--- config.mk ---
export PLATFORM = sky130hd
export DESIGN_NAME = insn_format_decoder
export DESIGN_NICKNAME = d
export VERILOG_FILES = /design/src/verilog/insn_pkg.sv /design/src/verilog/phase_counter.sv /design/src/verilog/field_splitter.sv /design/src/verilog/insn_format_decoder.sv
export SDC_FILE = /design/constraint.sdc
export NUM_CORES = 1
export LEC_CHECK = 0
export BUFFER_PORTS_ARGS = -buffer_cell sky130_fd_sc_hd__buf_4
export CAP_MARGIN = 20
export CORE_MARGIN = 2
export CORE_UTILIZATION = 50
export CTS_CLUSTER_DIAMETER = 60
export CTS_CLUSTER_SIZE = 28
export DETAILED_ROUTE_END_ITERATION = 16
export PLACE_DENSITY = 0.9
export SLEW_MARGIN = 20
export SYNTH_ARGS = -nofsm -noshare
export SYNTH_HDL_FRONTEND = slang
export SYNTH_SLANG_ARGS = --single-unit
--- constraint.sdc ---
create_clock -name clock -period 2.3 [get_ports clock]
set_clock_uncertainty 0.15 [all_clocks]
set_input_delay 0.23 -clock clock [delete_from_list [all_inputs] [get_ports clock]]
set_output_delay 0.23 -clock clock [all_outputs]
set_load 0.05 [all_outputs]
--- src/verilog/insn_pkg.sv ---
// package for the 14-bit instruction format decoder
// assumes a single 100 MHz core clock shared by all design files
package insn_pkg;
    localparam int unsigned WORD_W       = 14;
    localparam int unsigned FILE_W       = 7;
    localparam int unsigned BIT_W        = 3;
    localparam int unsigned LIT_W        = 8;
    localparam int unsigned TARGET_W     = 11;
    localparam int unsigned OP_W         = 6;
    // field positions
    localparam int unsigned CLASS_HI     = 13;
    localparam int unsigned CLASS_LO     = 12;
    localparam int unsigned BYTE_OP_LO   = 8;
    localparam int unsigned DEST_POS     = 7;
    localparam int unsigned BITIDX_HI    = 9;
    localparam int unsigned BITIDX_LO    = 7;
    localparam int unsigned BIT_OP_LO    = 10;
    localparam int unsigned JUMP_OP_LO   = 11;
    localparam int unsigned JUMP_SEL_POS = 11;
    // file address range
    localparam logic [6:0]  FILE_MIN     = 7'h00;
    localparam logic [6:0]  FILE_MAX     = 7'h7f;
    // class codes in the top two bits
    localparam logic [1:0]  CLS_BYTE     = 2'h0;
    localparam logic [1:0]  CLS_BIT      = 2'h1;
    localparam logic [1:0]  CLS_JUMP     = 2'h2;
    localparam logic [1:0]  CLS_LIT      = 2'h3;
    // sub-opcodes of interest inside classes
    localparam logic [3:0]  BIT_TEST_CLR = 4'h6;
    localparam logic [3:0]  BIT_TEST_SET = 4'h7;
    localparam logic [5:0]  BYTE_DECSZ   = 6'h0b;
    localparam logic [5:0]  BYTE_INCSZ   = 6'h0f;
    localparam logic [5:0]  LIT_RETLIT   = 6'h34;
    localparam logic [13:0] INSN_RETURN  = 14'h0008;
    localparam logic [13:0] INSN_RETINT  = 14'h0009;
    localparam logic [13:0] INSN_NOP     = 14'h0000;
    // cycle accounting
    localparam int unsigned OSC_PER_CYCLE = 4;
    localparam int unsigned PHASE_W       = 2;
    localparam logic [1:0]  PHASE_LAST    = 2'h3;
    localparam logic [1:0]  PHASE_RESET   = 2'h0;
    localparam int unsigned CLK_HZ        = 100_000_000;
    localparam int unsigned CLK_PERIOD_NS = 10;

    typedef enum logic [1:0] {
        FMT_BYTE,
        FMT_BIT,
        FMT_LIT,
        FMT_JUMP
    } fmt_t;
endpackage : insn_pkg

--- src/verilog/phase_counter.sv ---
// four-phase oscillator divider giving one instruction cycle per four clocks
// assumes the core clock is the oscillator clock
module phase_counter
    import insn_pkg::*;
(
    input  wire logic               clock,
    input  wire logic               rst_n,
    output logic [PHASE_W-1:0]      phase,
    output logic                    cycle_end
);
    // free running phase count, wraps after the fourth period
    always_ff @(posedge clock or negedge rst_n) begin
        if (!rst_n) begin
            phase <= PHASE_RESET;
        end else begin
            phase <= phase + 2'h1;
        end
    end

    assign cycle_end = (phase == PHASE_LAST);
endmodule : phase_counter

--- src/verilog/field_splitter.sv ---
// combinational splitter of a 14-bit word into its operand fields
// assumes the word is stable for the whole decode
module field_splitter
    import insn_pkg::*;
(
    input  wire logic [WORD_W-1:0]   word,
    output fmt_t                     fmt,
    output logic [OP_W-1:0]          opcode,
    output logic [FILE_W-1:0]        file_addr,
    output logic                     dest_file,
    output logic [BIT_W-1:0]         bit_index,
    output logic [LIT_W-1:0]         literal,
    output logic [TARGET_W-1:0]      target
);
    // class from the top two bits, then the opcode within the class
    always_comb begin
        fmt       = FMT_BYTE;
        opcode    = word[CLASS_HI:BYTE_OP_LO];
        file_addr = word[FILE_W-1:0];
        dest_file = 1'b0;
        bit_index = '0;
        literal   = '0;
        target    = '0;
        case (word[CLASS_HI:CLASS_LO])
            CLS_BYTE: begin
                fmt       = FMT_BYTE;
                opcode    = word[CLASS_HI:BYTE_OP_LO];
                dest_file = word[DEST_POS];
            end
            CLS_BIT: begin
                fmt       = FMT_BIT;
                opcode    = {2'h0, word[CLASS_HI:BIT_OP_LO]};
                bit_index = word[BITIDX_HI:BITIDX_LO];
            end
            CLS_JUMP: begin
                fmt       = FMT_JUMP;
                opcode    = {3'h0, word[CLASS_HI:JUMP_OP_LO]};
                target    = word[TARGET_W-1:0];
                file_addr = '0;
            end
            CLS_LIT: begin
                fmt       = FMT_LIT;
                opcode    = word[CLASS_HI:BYTE_OP_LO];
                literal   = word[LIT_W-1:0];
                file_addr = '0;
            end
            default: begin
                fmt = FMT_BYTE;
            end
        endcase
    end
endmodule : field_splitter

--- src/verilog/insn_format_decoder.sv ---
// top of the instruction format decoder: registers fields and paces cycles
// assumes the fetch logic holds insn_word valid for a cycle
module insn_format_decoder
    import insn_pkg::*;
(
    input  wire logic                    clock,
    input  wire logic                    rst_n,
    input  wire logic [insn_pkg::WORD_W-1:0] insn_word,
    input  wire logic                    cond_true,
    output insn_pkg::fmt_t               fmt,
    output logic [insn_pkg::OP_W-1:0]     opcode,
    output logic [insn_pkg::FILE_W-1:0]   file_addr,
    output logic                         dest_to_acc,
    output logic                         dest_to_file,
    output logic [insn_pkg::BIT_W-1:0]    bit_index,
    output logic [insn_pkg::LIT_W-1:0]    literal,
    output logic [insn_pkg::TARGET_W-1:0] target,
    output logic                         changes_pc,
    output logic                         is_cond_test,
    output logic                         nop_cycle,
    output logic                         fetch_next,
    output logic                         cycle_start
);
    import insn_pkg::*;

    // low byte of the program counter as it appears in the register file
    localparam logic [FILE_W-1:0] PC_LOW_ADDR = 7'h02;

    logic [PHASE_W-1:0]  phase;
    logic                cycle_end;
    fmt_t                split_fmt;
    logic [OP_W-1:0]     split_op;
    logic [FILE_W-1:0]   split_file;
    logic                split_dest;
    logic [BIT_W-1:0]    split_bit;
    logic [LIT_W-1:0]    split_lit;
    logic [TARGET_W-1:0] split_target;
    logic                word_pc_change;
    logic                word_cond;
    logic                flush_pending;
    logic                next_flush;

    // four-phase divider that marks the last oscillator period of a cycle
    phase_counter u_phase (
        .clock     (clock),
        .rst_n     (rst_n),
        .phase     (phase),
        .cycle_end (cycle_end)
    );

    // operand fields of the word now offered, split by class
    field_splitter u_split (
        .word      (insn_word),
        .fmt       (split_fmt),
        .opcode    (split_op),
        .file_addr (split_file),
        .dest_file (split_dest),
        .bit_index (split_bit),
        .literal   (split_lit),
        .target    (split_target)
    );

    // true when the word writes the program counter; the two low opcode bits
    // of the literal return are don't-care, so they stay out of the match,
    // and a byte op that stores into the program counter low byte counts too
    function automatic logic pc_writer(input logic [WORD_W-1:0] w);
        logic r;
        r = 1'b0;
        if (w[CLASS_HI:CLASS_LO] == CLS_JUMP) begin
            r = 1'b1;
        end else if (w[CLASS_HI:BYTE_OP_LO+2] == LIT_RETLIT[5:2]) begin
            r = 1'b1;
        end else if (w == INSN_RETURN || w == INSN_RETINT) begin
            r = 1'b1;
        end else if (w[CLASS_HI:CLASS_LO] == CLS_BYTE && w[DEST_POS]
                     && w[FILE_W-1:0] == PC_LOW_ADDR) begin
            r = 1'b1;  // direct write to the program counter low byte
        end
        return r;
    endfunction : pc_writer

    // true when the word is a skip-on-condition test; whether the skip is
    // taken depends on cond_true, which the datapath settles in the same
    // cycle
    function automatic logic cond_tester(input logic [WORD_W-1:0] w);
        logic r;
        r = 1'b0;
        case (w[CLASS_HI:CLASS_LO])
            CLS_BYTE: begin
                r = (w[CLASS_HI:BYTE_OP_LO] == BYTE_DECSZ)
                  || (w[CLASS_HI:BYTE_OP_LO] == BYTE_INCSZ);
            end
            CLS_BIT: begin
                r = (w[CLASS_HI:BIT_OP_LO] == BIT_TEST_CLR)
                  || (w[CLASS_HI:BIT_OP_LO] == BIT_TEST_SET);
            end
            default: begin
                r = 1'b0;
            end
        endcase
        return r;
    endfunction : cond_tester

    // decode of the word now offered; only looked at on a cycle end
    assign word_pc_change = pc_writer(insn_word);
    assign word_cond      = cond_tester(insn_word);

    // field registers load at the end of each executed cycle; in a dead
    // cycle they all fall to zero so that the core sees a plain no-op word
    // and no stale operand of the word that caused the dead cycle

    // format class of the executed word
    always_ff @(posedge clock or negedge rst_n) begin
        if (!rst_n) begin
            fmt <= FMT_BYTE;
        end else if (cycle_end) begin
            if (flush_pending) begin
                fmt <= FMT_BYTE;
            end else begin
                fmt <= split_fmt;
            end
        end
    end

    // opcode within the class; the dead cycle carries the no-op opcode
    // so that nothing downstream repeats the branch
    always_ff @(posedge clock or negedge rst_n) begin
        if (!rst_n) begin
            opcode <= '0;
        end else if (cycle_end) begin
            if (flush_pending) begin
                opcode <= INSN_NOP[CLASS_HI:BYTE_OP_LO];
            end else begin
                opcode <= split_op;
            end
        end
    end

    // register address, masked to the data space of the file operand;
    // the splitter already zeroes it for classes without a file operand
    always_ff @(posedge clock or negedge rst_n) begin
        if (!rst_n) begin
            file_addr <= FILE_MIN;
        end else if (cycle_end) begin
            if (flush_pending) begin
                file_addr <= FILE_MIN;
            end else begin
                file_addr <= split_file & FILE_MAX;
            end
        end
    end

    // destination select, only meaningful for the byte class; the two
    // flags are never high together
    always_ff @(posedge clock or negedge rst_n) begin
        if (!rst_n) begin
            dest_to_acc  <= 1'b0;
            dest_to_file <= 1'b0;
        end else if (cycle_end) begin
            if (flush_pending) begin
                dest_to_acc  <= 1'b0;
                dest_to_file <= 1'b0;
            end else begin
                dest_to_acc  <= (split_fmt == FMT_BYTE) && !split_dest;
                dest_to_file <= (split_fmt == FMT_BYTE) && split_dest;
            end
        end
    end

    // bit index of the bit class
    always_ff @(posedge clock or negedge rst_n) begin
        if (!rst_n) begin
            bit_index <= '0;
        end else if (cycle_end) begin
            if (flush_pending) begin
                bit_index <= '0;
            end else begin
                bit_index <= split_bit;
            end
        end
    end

    // immediate byte of the literal class
    always_ff @(posedge clock or negedge rst_n) begin
        if (!rst_n) begin
            literal <= '0;
        end else if (cycle_end) begin
            if (flush_pending) begin
                literal <= '0;
            end else begin
                literal <= split_lit;
            end
        end
    end

    // branch target of call and jump
    always_ff @(posedge clock or negedge rst_n) begin
        if (!rst_n) begin
            target <= '0;
        end else if (cycle_end) begin
            if (flush_pending) begin
                target <= '0;
            end else begin
                target <= split_target;
            end
        end
    end

    // program counter write flag; cleared in the dead cycle so that a
    // branch is never reported twice
    always_ff @(posedge clock or negedge rst_n) begin
        if (!rst_n) begin
            changes_pc <= 1'b0;
        end else if (cycle_end) begin
            if (flush_pending) begin
                changes_pc <= 1'b0;
            end else begin
                changes_pc <= word_pc_change;
            end
        end
    end

    // conditional test flag of the executed word
    always_ff @(posedge clock or negedge rst_n) begin
        if (!rst_n) begin
            is_cond_test <= 1'b0;
        end else if (cycle_end) begin
            if (flush_pending) begin
                is_cond_test <= 1'b0;
            end else begin
                is_cond_test <= word_cond;
            end
        end
    end

    // dead-cycle request for the word now offered: a program counter write,
    // or a skip test whose condition the datapath reports as true
    always_comb begin
        next_flush = 1'b0;
        if (word_pc_change) begin
            next_flush = 1'b1;
        end else if (word_cond && cond_true) begin
            next_flush = 1'b1;
        end
    end

    // a taken branch or true test inserts one dead cycle; the dead cycle
    // itself never asks for another, so two dead cycles cannot chain
    always_ff @(posedge clock or negedge rst_n) begin
        if (!rst_n) begin
            flush_pending <= 1'b0;
        end else if (cycle_end) begin
            if (flush_pending) begin
                flush_pending <= 1'b0;
            end else begin
                flush_pending <= next_flush;
            end
        end
    end

    // cycle start marks the first oscillator period of every cycle; it
    // rises together with the fetch pulse, and also rises in a dead cycle, where no fetch pulse comes
    always_ff @(posedge clock or negedge rst_n) begin
        if (!rst_n) begin
            cycle_start <= 1'b0;
        end else begin
            cycle_start <= cycle_end;
        end
    end

    // no-op marker stands over the whole dead cycle
    always_ff @(posedge clock or negedge rst_n) begin
        if (!rst_n) begin
            nop_cycle <= 1'b0;
        end else if (cycle_end) begin
            nop_cycle <= flush_pending;
        end
    end

    // fetch pulse lasts one clock and is withheld in a dead cycle, so the
    // fetch logic never loses a word while the core idles
    always_ff @(posedge clock or negedge rst_n) begin
        if (!rst_n) begin
            fetch_next <= 1'b0;
        end else if (cycle_end) begin
            fetch_next <= !flush_pending;
        end else begin
            fetch_next <= 1'b0;
        end
    end
endmodule : insn_format_decoder

Yosys cells after proc, flatten, opt, wreduce, memory -nomap -nowiden:

Index checks and enable logic that the tools add are counted.

* muxes and demuxes: 26
* add/subtract/negate cells: 1
* eq/ne operators: 12
* reductions and logical operators: 14

Operator list (number)
* 14-bit by 4-bit equality test with 1-bit output, second input constant: 2
* 11-bit 2-to-1 mux: 2
* 6-bit one-hot mux with 3 select lines: 1
* 8-bit 2-to-1 mux: 2
* 7-bit 2-to-1 mux: 2
* 1-bit 2-to-1 mux: 13
* 6-bit by 4-bit equality test with 1-bit output, second input constant: 2
* 4-bit by 3-bit equality test with 1-bit output, second input constant: 2
* 2-bit one-hot mux with 4 select lines: 1
* 7-bit by 2-bit equality test with 1-bit output, second input constant: 1
* 2-bit equality test, second input constant: 3
* 3-bit 2-to-1 mux: 2
* 6-bit 2-to-1 mux: 1
* 1-bit logical AND: 5
* 4-bit equality test, second input constant: 1
* 2-bit zero test: 2
* 2-bit OR reduction: 2
* 1-bit logical OR: 3
* 2-bit by 1-bit adder with 2-bit output, second input constant: 1
* 2-bit by 1-bit equality test with 1-bit output, second input constant: 1
* 1-bit zero test: 2
* 2-bit 2-to-1 mux: 1
* 1-bit one-hot mux with 2 select lines: 1

* register bits after elaboration: 47
* logic and storage cells: 68
* output and inout port bits: 44

Logic depth before layout (Yosys ltp):

* depth in word-level cells: 9
* mapped depth: 6
* gate-level depth less buffers: 6

Modules after synthesis:

A second synthesis with hierarchy kept.

* cells, all modules: 225
* area, all modules: 2392.3 um2

By module, submodules not included
* insn_format_decoder: times used 1, area an instance 1946.9 um2, cells an instance 165
* field_splitter: times used 1, area an instance 379.1 um2, cells an instance 56
* phase_counter: times used 1, area an instance 66.3 um2, cells an instance 4

Worst setup path after synthesis:

No wires, ideal clock.

* kind: register to register
* start point: register u_phase.phase[0]
* end point: register flush_pending
* path buffers: 1
* data arrival time: 1.297 ns
* setup time: 0.126 ns
* setup slack: 0.727 ns
* stages on the path, launching flop included: 6
* path through: dfrtp_1 ha_1 nor2b_1 buf_2 and3_1 a221o_1

* cells in the longest elaborated chain, start to end: 1

RTL lines
* start, declared: line phase_counter.sv:8 `output logic [PHASE_W-1:0] phase,`
* start signal, assigned: line phase_counter.sv:16 `phase <= phase + 2'h1;`
* 2-bit equality test: line phase_counter.sv:20 `assign cycle_end = (phase == PHASE_LAST);`
* via cycle_end: line insn_format_decoder.sv:30 `logic cycle_end;`
* end signal, assigned: line insn_format_decoder.sv:256 `flush_pending <= next_flush;`
* end, declared: line insn_format_decoder.sv:40 `logic flush_pending;`

The timed path passes the listed nets, and every way through them passes these cells.
A chain may end at the register's enable or synchronous reset.

Worst setup path after layout:

Same ends and word-level chain as after synthesis.

==> results.toml <==
[run_status]
run_status = "complete, no violations"

[setup_path]
timing.critical_path.arrival_ns = 1.98
slowest_delay_ns = 0.49
worst-path-max-fanout = 9
count_of_buffer_and_inverter_cells_on_the_critical_path = 0
rr_startpoint = "u_phase.phase[0]"
critPathCaptureType = "register"
crit_type = "register to register"
worst_r2r_path_depth = 5
crit_slowest_cell = "nor2b_1"
critPathRequiredTime_ns = 2.39
cp_num_cells = 5
timing.critical_path.cells = "ha_1, nor2b_1, o21ai_0, o21ai_1, a221o_1"
critical_path.startpoint = "u_phase.phase[0]"
startpoint_type_of_the_worst_setup_path = "register"
critical-path-top-delay-family = "compound AO/OA/AOI/OAI gates"

[global_routing]
groute.usage.overall_pct = 23.4
grt_pass1_vias = 1580
grt_pass1_wl_um = 7700
globalRoute.totalOverflow = 0
grt_start_max_net_pins = 47
number_of_antenna_violations_at_the_first_check_in_global_routing = 0

[clocking]
root_buffer = "clkbuf_8"
cts_max_path_buffers = 2
post_cts_buffers = 0
numClockSinks = 46
clk_transition_reported_paths_ns = 0.08
cts_hold_repair.buffers = 1
cts_htree_levels = 2
tritoncts = "yes"
clk-insertion-delay-late_ns = 0.30
post_cts_resize_count = 0
tritoncts.num_buffers = 5

[floorplanning]
pin_count = 61
floorplan.initialDensity_pct = 53.3
die-height_um = 67.2
design.core.area_um2 = 3740
floorplan.die_area_um2 = 4510
rows = 22
die-width_um = 67.2

[synthesis]
synth_area_per_cell_um2 = 11.7
synth_fa_ha_area_share_pct = 5.02
synth-compound-area-share_pct = 21.8
yosysSeqAreaShare_pct = 57.7
synthMuxAreaShare_pct = 0.565
synth_cell_type_count = 33
ys_async_sr_fraction_pct = 100
synth.cell_area_um2 = 1990
syn-instance-count = 170
yosys_most_used_dff = "dfrtp_1"
largest_family_of_logic_cells_by_synthesized_area = "compound AO/OA/AOI/OAI gates"
ys_warn_count = 0
number_of_enable_flip_flop_cells_after_synthesis = 0
syn-num-nets = 195
yosys.area_share.simple_pct = 10.4
post_synth_xor_area_fraction_pct = 0
synth.ff_latch_count = 46

[hold_path]
min_path_type = "primary input to register"
worstHoldStart = "insn_word[7]"
worst_hold_path.num_cells = 2

[job]
max_cap_violations = 0

[route]
routed_via_density = 5.77
avgRoutedWirePerCell_um = 17.0
drt_pass1_iterations = 4
antenna_left = 0
drt-initial-drc-count = 81
detailroute.via_count = 1598
remaining_drc_errors = 0
routed_wl_um = 4700

[cells_and_area]
area_growth_syn_to_layout_pct = 28.4
design_area_um2 = 2560
post_route_cells_drive_above_1_share_pct = 31.0
layout.nets = 253
antenna_diode_instance_count = 0

[timing]
grt_setup_unrepaired = "false"
fin_setup_tns_ns = 0
setup-violations-final = 0
slew_of_the_pin_with_the_lowest_slew_margin_ns = 0.557
final.min_clock_period_ns = 1.88
fmaxAchievable_mhz = 531
slew_headroom_pct = 62.8
period_share_pct = 81.9
hold_viol = 0
slew_violations = 0

[placed_design]
placed_area_um2 = 2460
dpl.hpwl_um = 3470
gp_congestion = 0.828
number_of_i_o_port_buffers = 60

[power_and_ir_drop]
power.density_nw_per_um2 = 683
cellLeakagePower_nw = 1.25
worst_ir_drop_vdd_mv = 0.551
==> state kept, by name (all words and copies together) (netlist names) <==
register	cells
flush_pending	1
nop_cycle	1
fmt	2
fetch_next	1
changes_pc	1
cycle_start	1
file_addr	7
u_phase.phase	2
opcode	5
is_cond_test	1
dest_to_file	1
target	11
literal	8
dest_to_acc	1
bit_index	3
==> cell usage after synthesis, types with 2 or more instances <==
library cell  number  share of area [%]
dfrtp_1           46                 58
o2bb2ai_1         27                 12
nand2_1           22                4.1
ha_1               8                5.0
o21ai_0            8                2.0
inv_1              7                1.3
nand2b_1           7                2.2
buf_2              6                1.5
clkbuf_1           4               0.75
a22o_1             3                1.3
o41ai_1            3                1.3
a21o_1             2               0.75
a21oi_1            2               0.50
a22oi_1            2               0.75
buf_4              2               0.75
nor2b_1            2               0.63
nor4b_1            2               0.88
o31ai_1            2               0.75
==> cells in the final DEF (no fill, tap or decap), drive strengths merged, types with 3 or more instances in the layout <==
master	n
ha	8
inv	8
clkbuf	7
a22o	3
o41ai	3
o2bb2ai	27
nand2	22
o21ai	9
dfrtp	46
nand2b	7
buf	62
==> path summary, 6_finish.rpt <==
| path | end | slack (ns) |
|---|---|---|
| worst max register to register | flush_pending | 0.42 |
| worst min register to register | u_phase.phase[0] | 0.30 |
| worst max-delay path | flush_pending | 0.42 |
| worst min-delay path | dest_to_acc | 0.04 |
| max in group asynchronous | target[7] | 1.31 |
| min in group asynchronous | target[2] | 0.32 |
==> layer usage <==
metal | global-route usage, % | vias up | share of wire [%]
met1 | 31.2 | 792 | 43
met4 | 9.69 | 0 | 1.5
met2 | 38.0 | 61 | 50
met3 | 4.33 | 8 | 5.6
met5 | 0 | - | 0
li1 | - | 737 | -
==> metrics by stage <==
stage          power (mW)  std cells  setup slack, ns  hold slack [ns]  utilization [%]
6_report             1.75        277            0.417           0.0369             68.4
5_1_grt              1.82        277            0.301           0.0373             68.4
4_1_cts              1.76        277            0.455           0.0339             68.4
3_5_place_dp         1.27        268            0.469            0.109             65.7
3_3_place_gp         1.26        268            0.607           0.0995             65.7
2_1_floorplan        1.13        170            0.727           -0.216                -
==> power breakdown <==
part	switching [mW]	internal (mW)
clock	0.252	0.242
combinational	0.250	0.121
sequential	0.0321	0.851
total	0.534	1.21
==> kinds of logic (layout without fill, tap and decap cells) <==
| family | after synthesis | in the layout |
|---|---|---|
| AOI/OAI and AO/OA | 55 | 55 |
| DFF | 46 | 46 |
| adders and majority gates | 8 | 8 |
| muxes | 1 | 1 |
| and+or+nand+nor | 40 | 40 |
| buffers and inverters | 20 | 79 |
==> layout make-up <==
cell class / count / area (um^2)
Tap cell: 48 / 60.1
Fill cell: 294 / 1180
Sequential cell: 46 / 1150
Clock buffer: 7 / 86.3
Inverter: 8 / 30.0
Multi-Input combinational cell: 104 / 753
Timing Repair Buffer: 63 / 475
Clock inverter: 1 / 5.00
No activity file was read; power rests on OpenSTA's default activity.
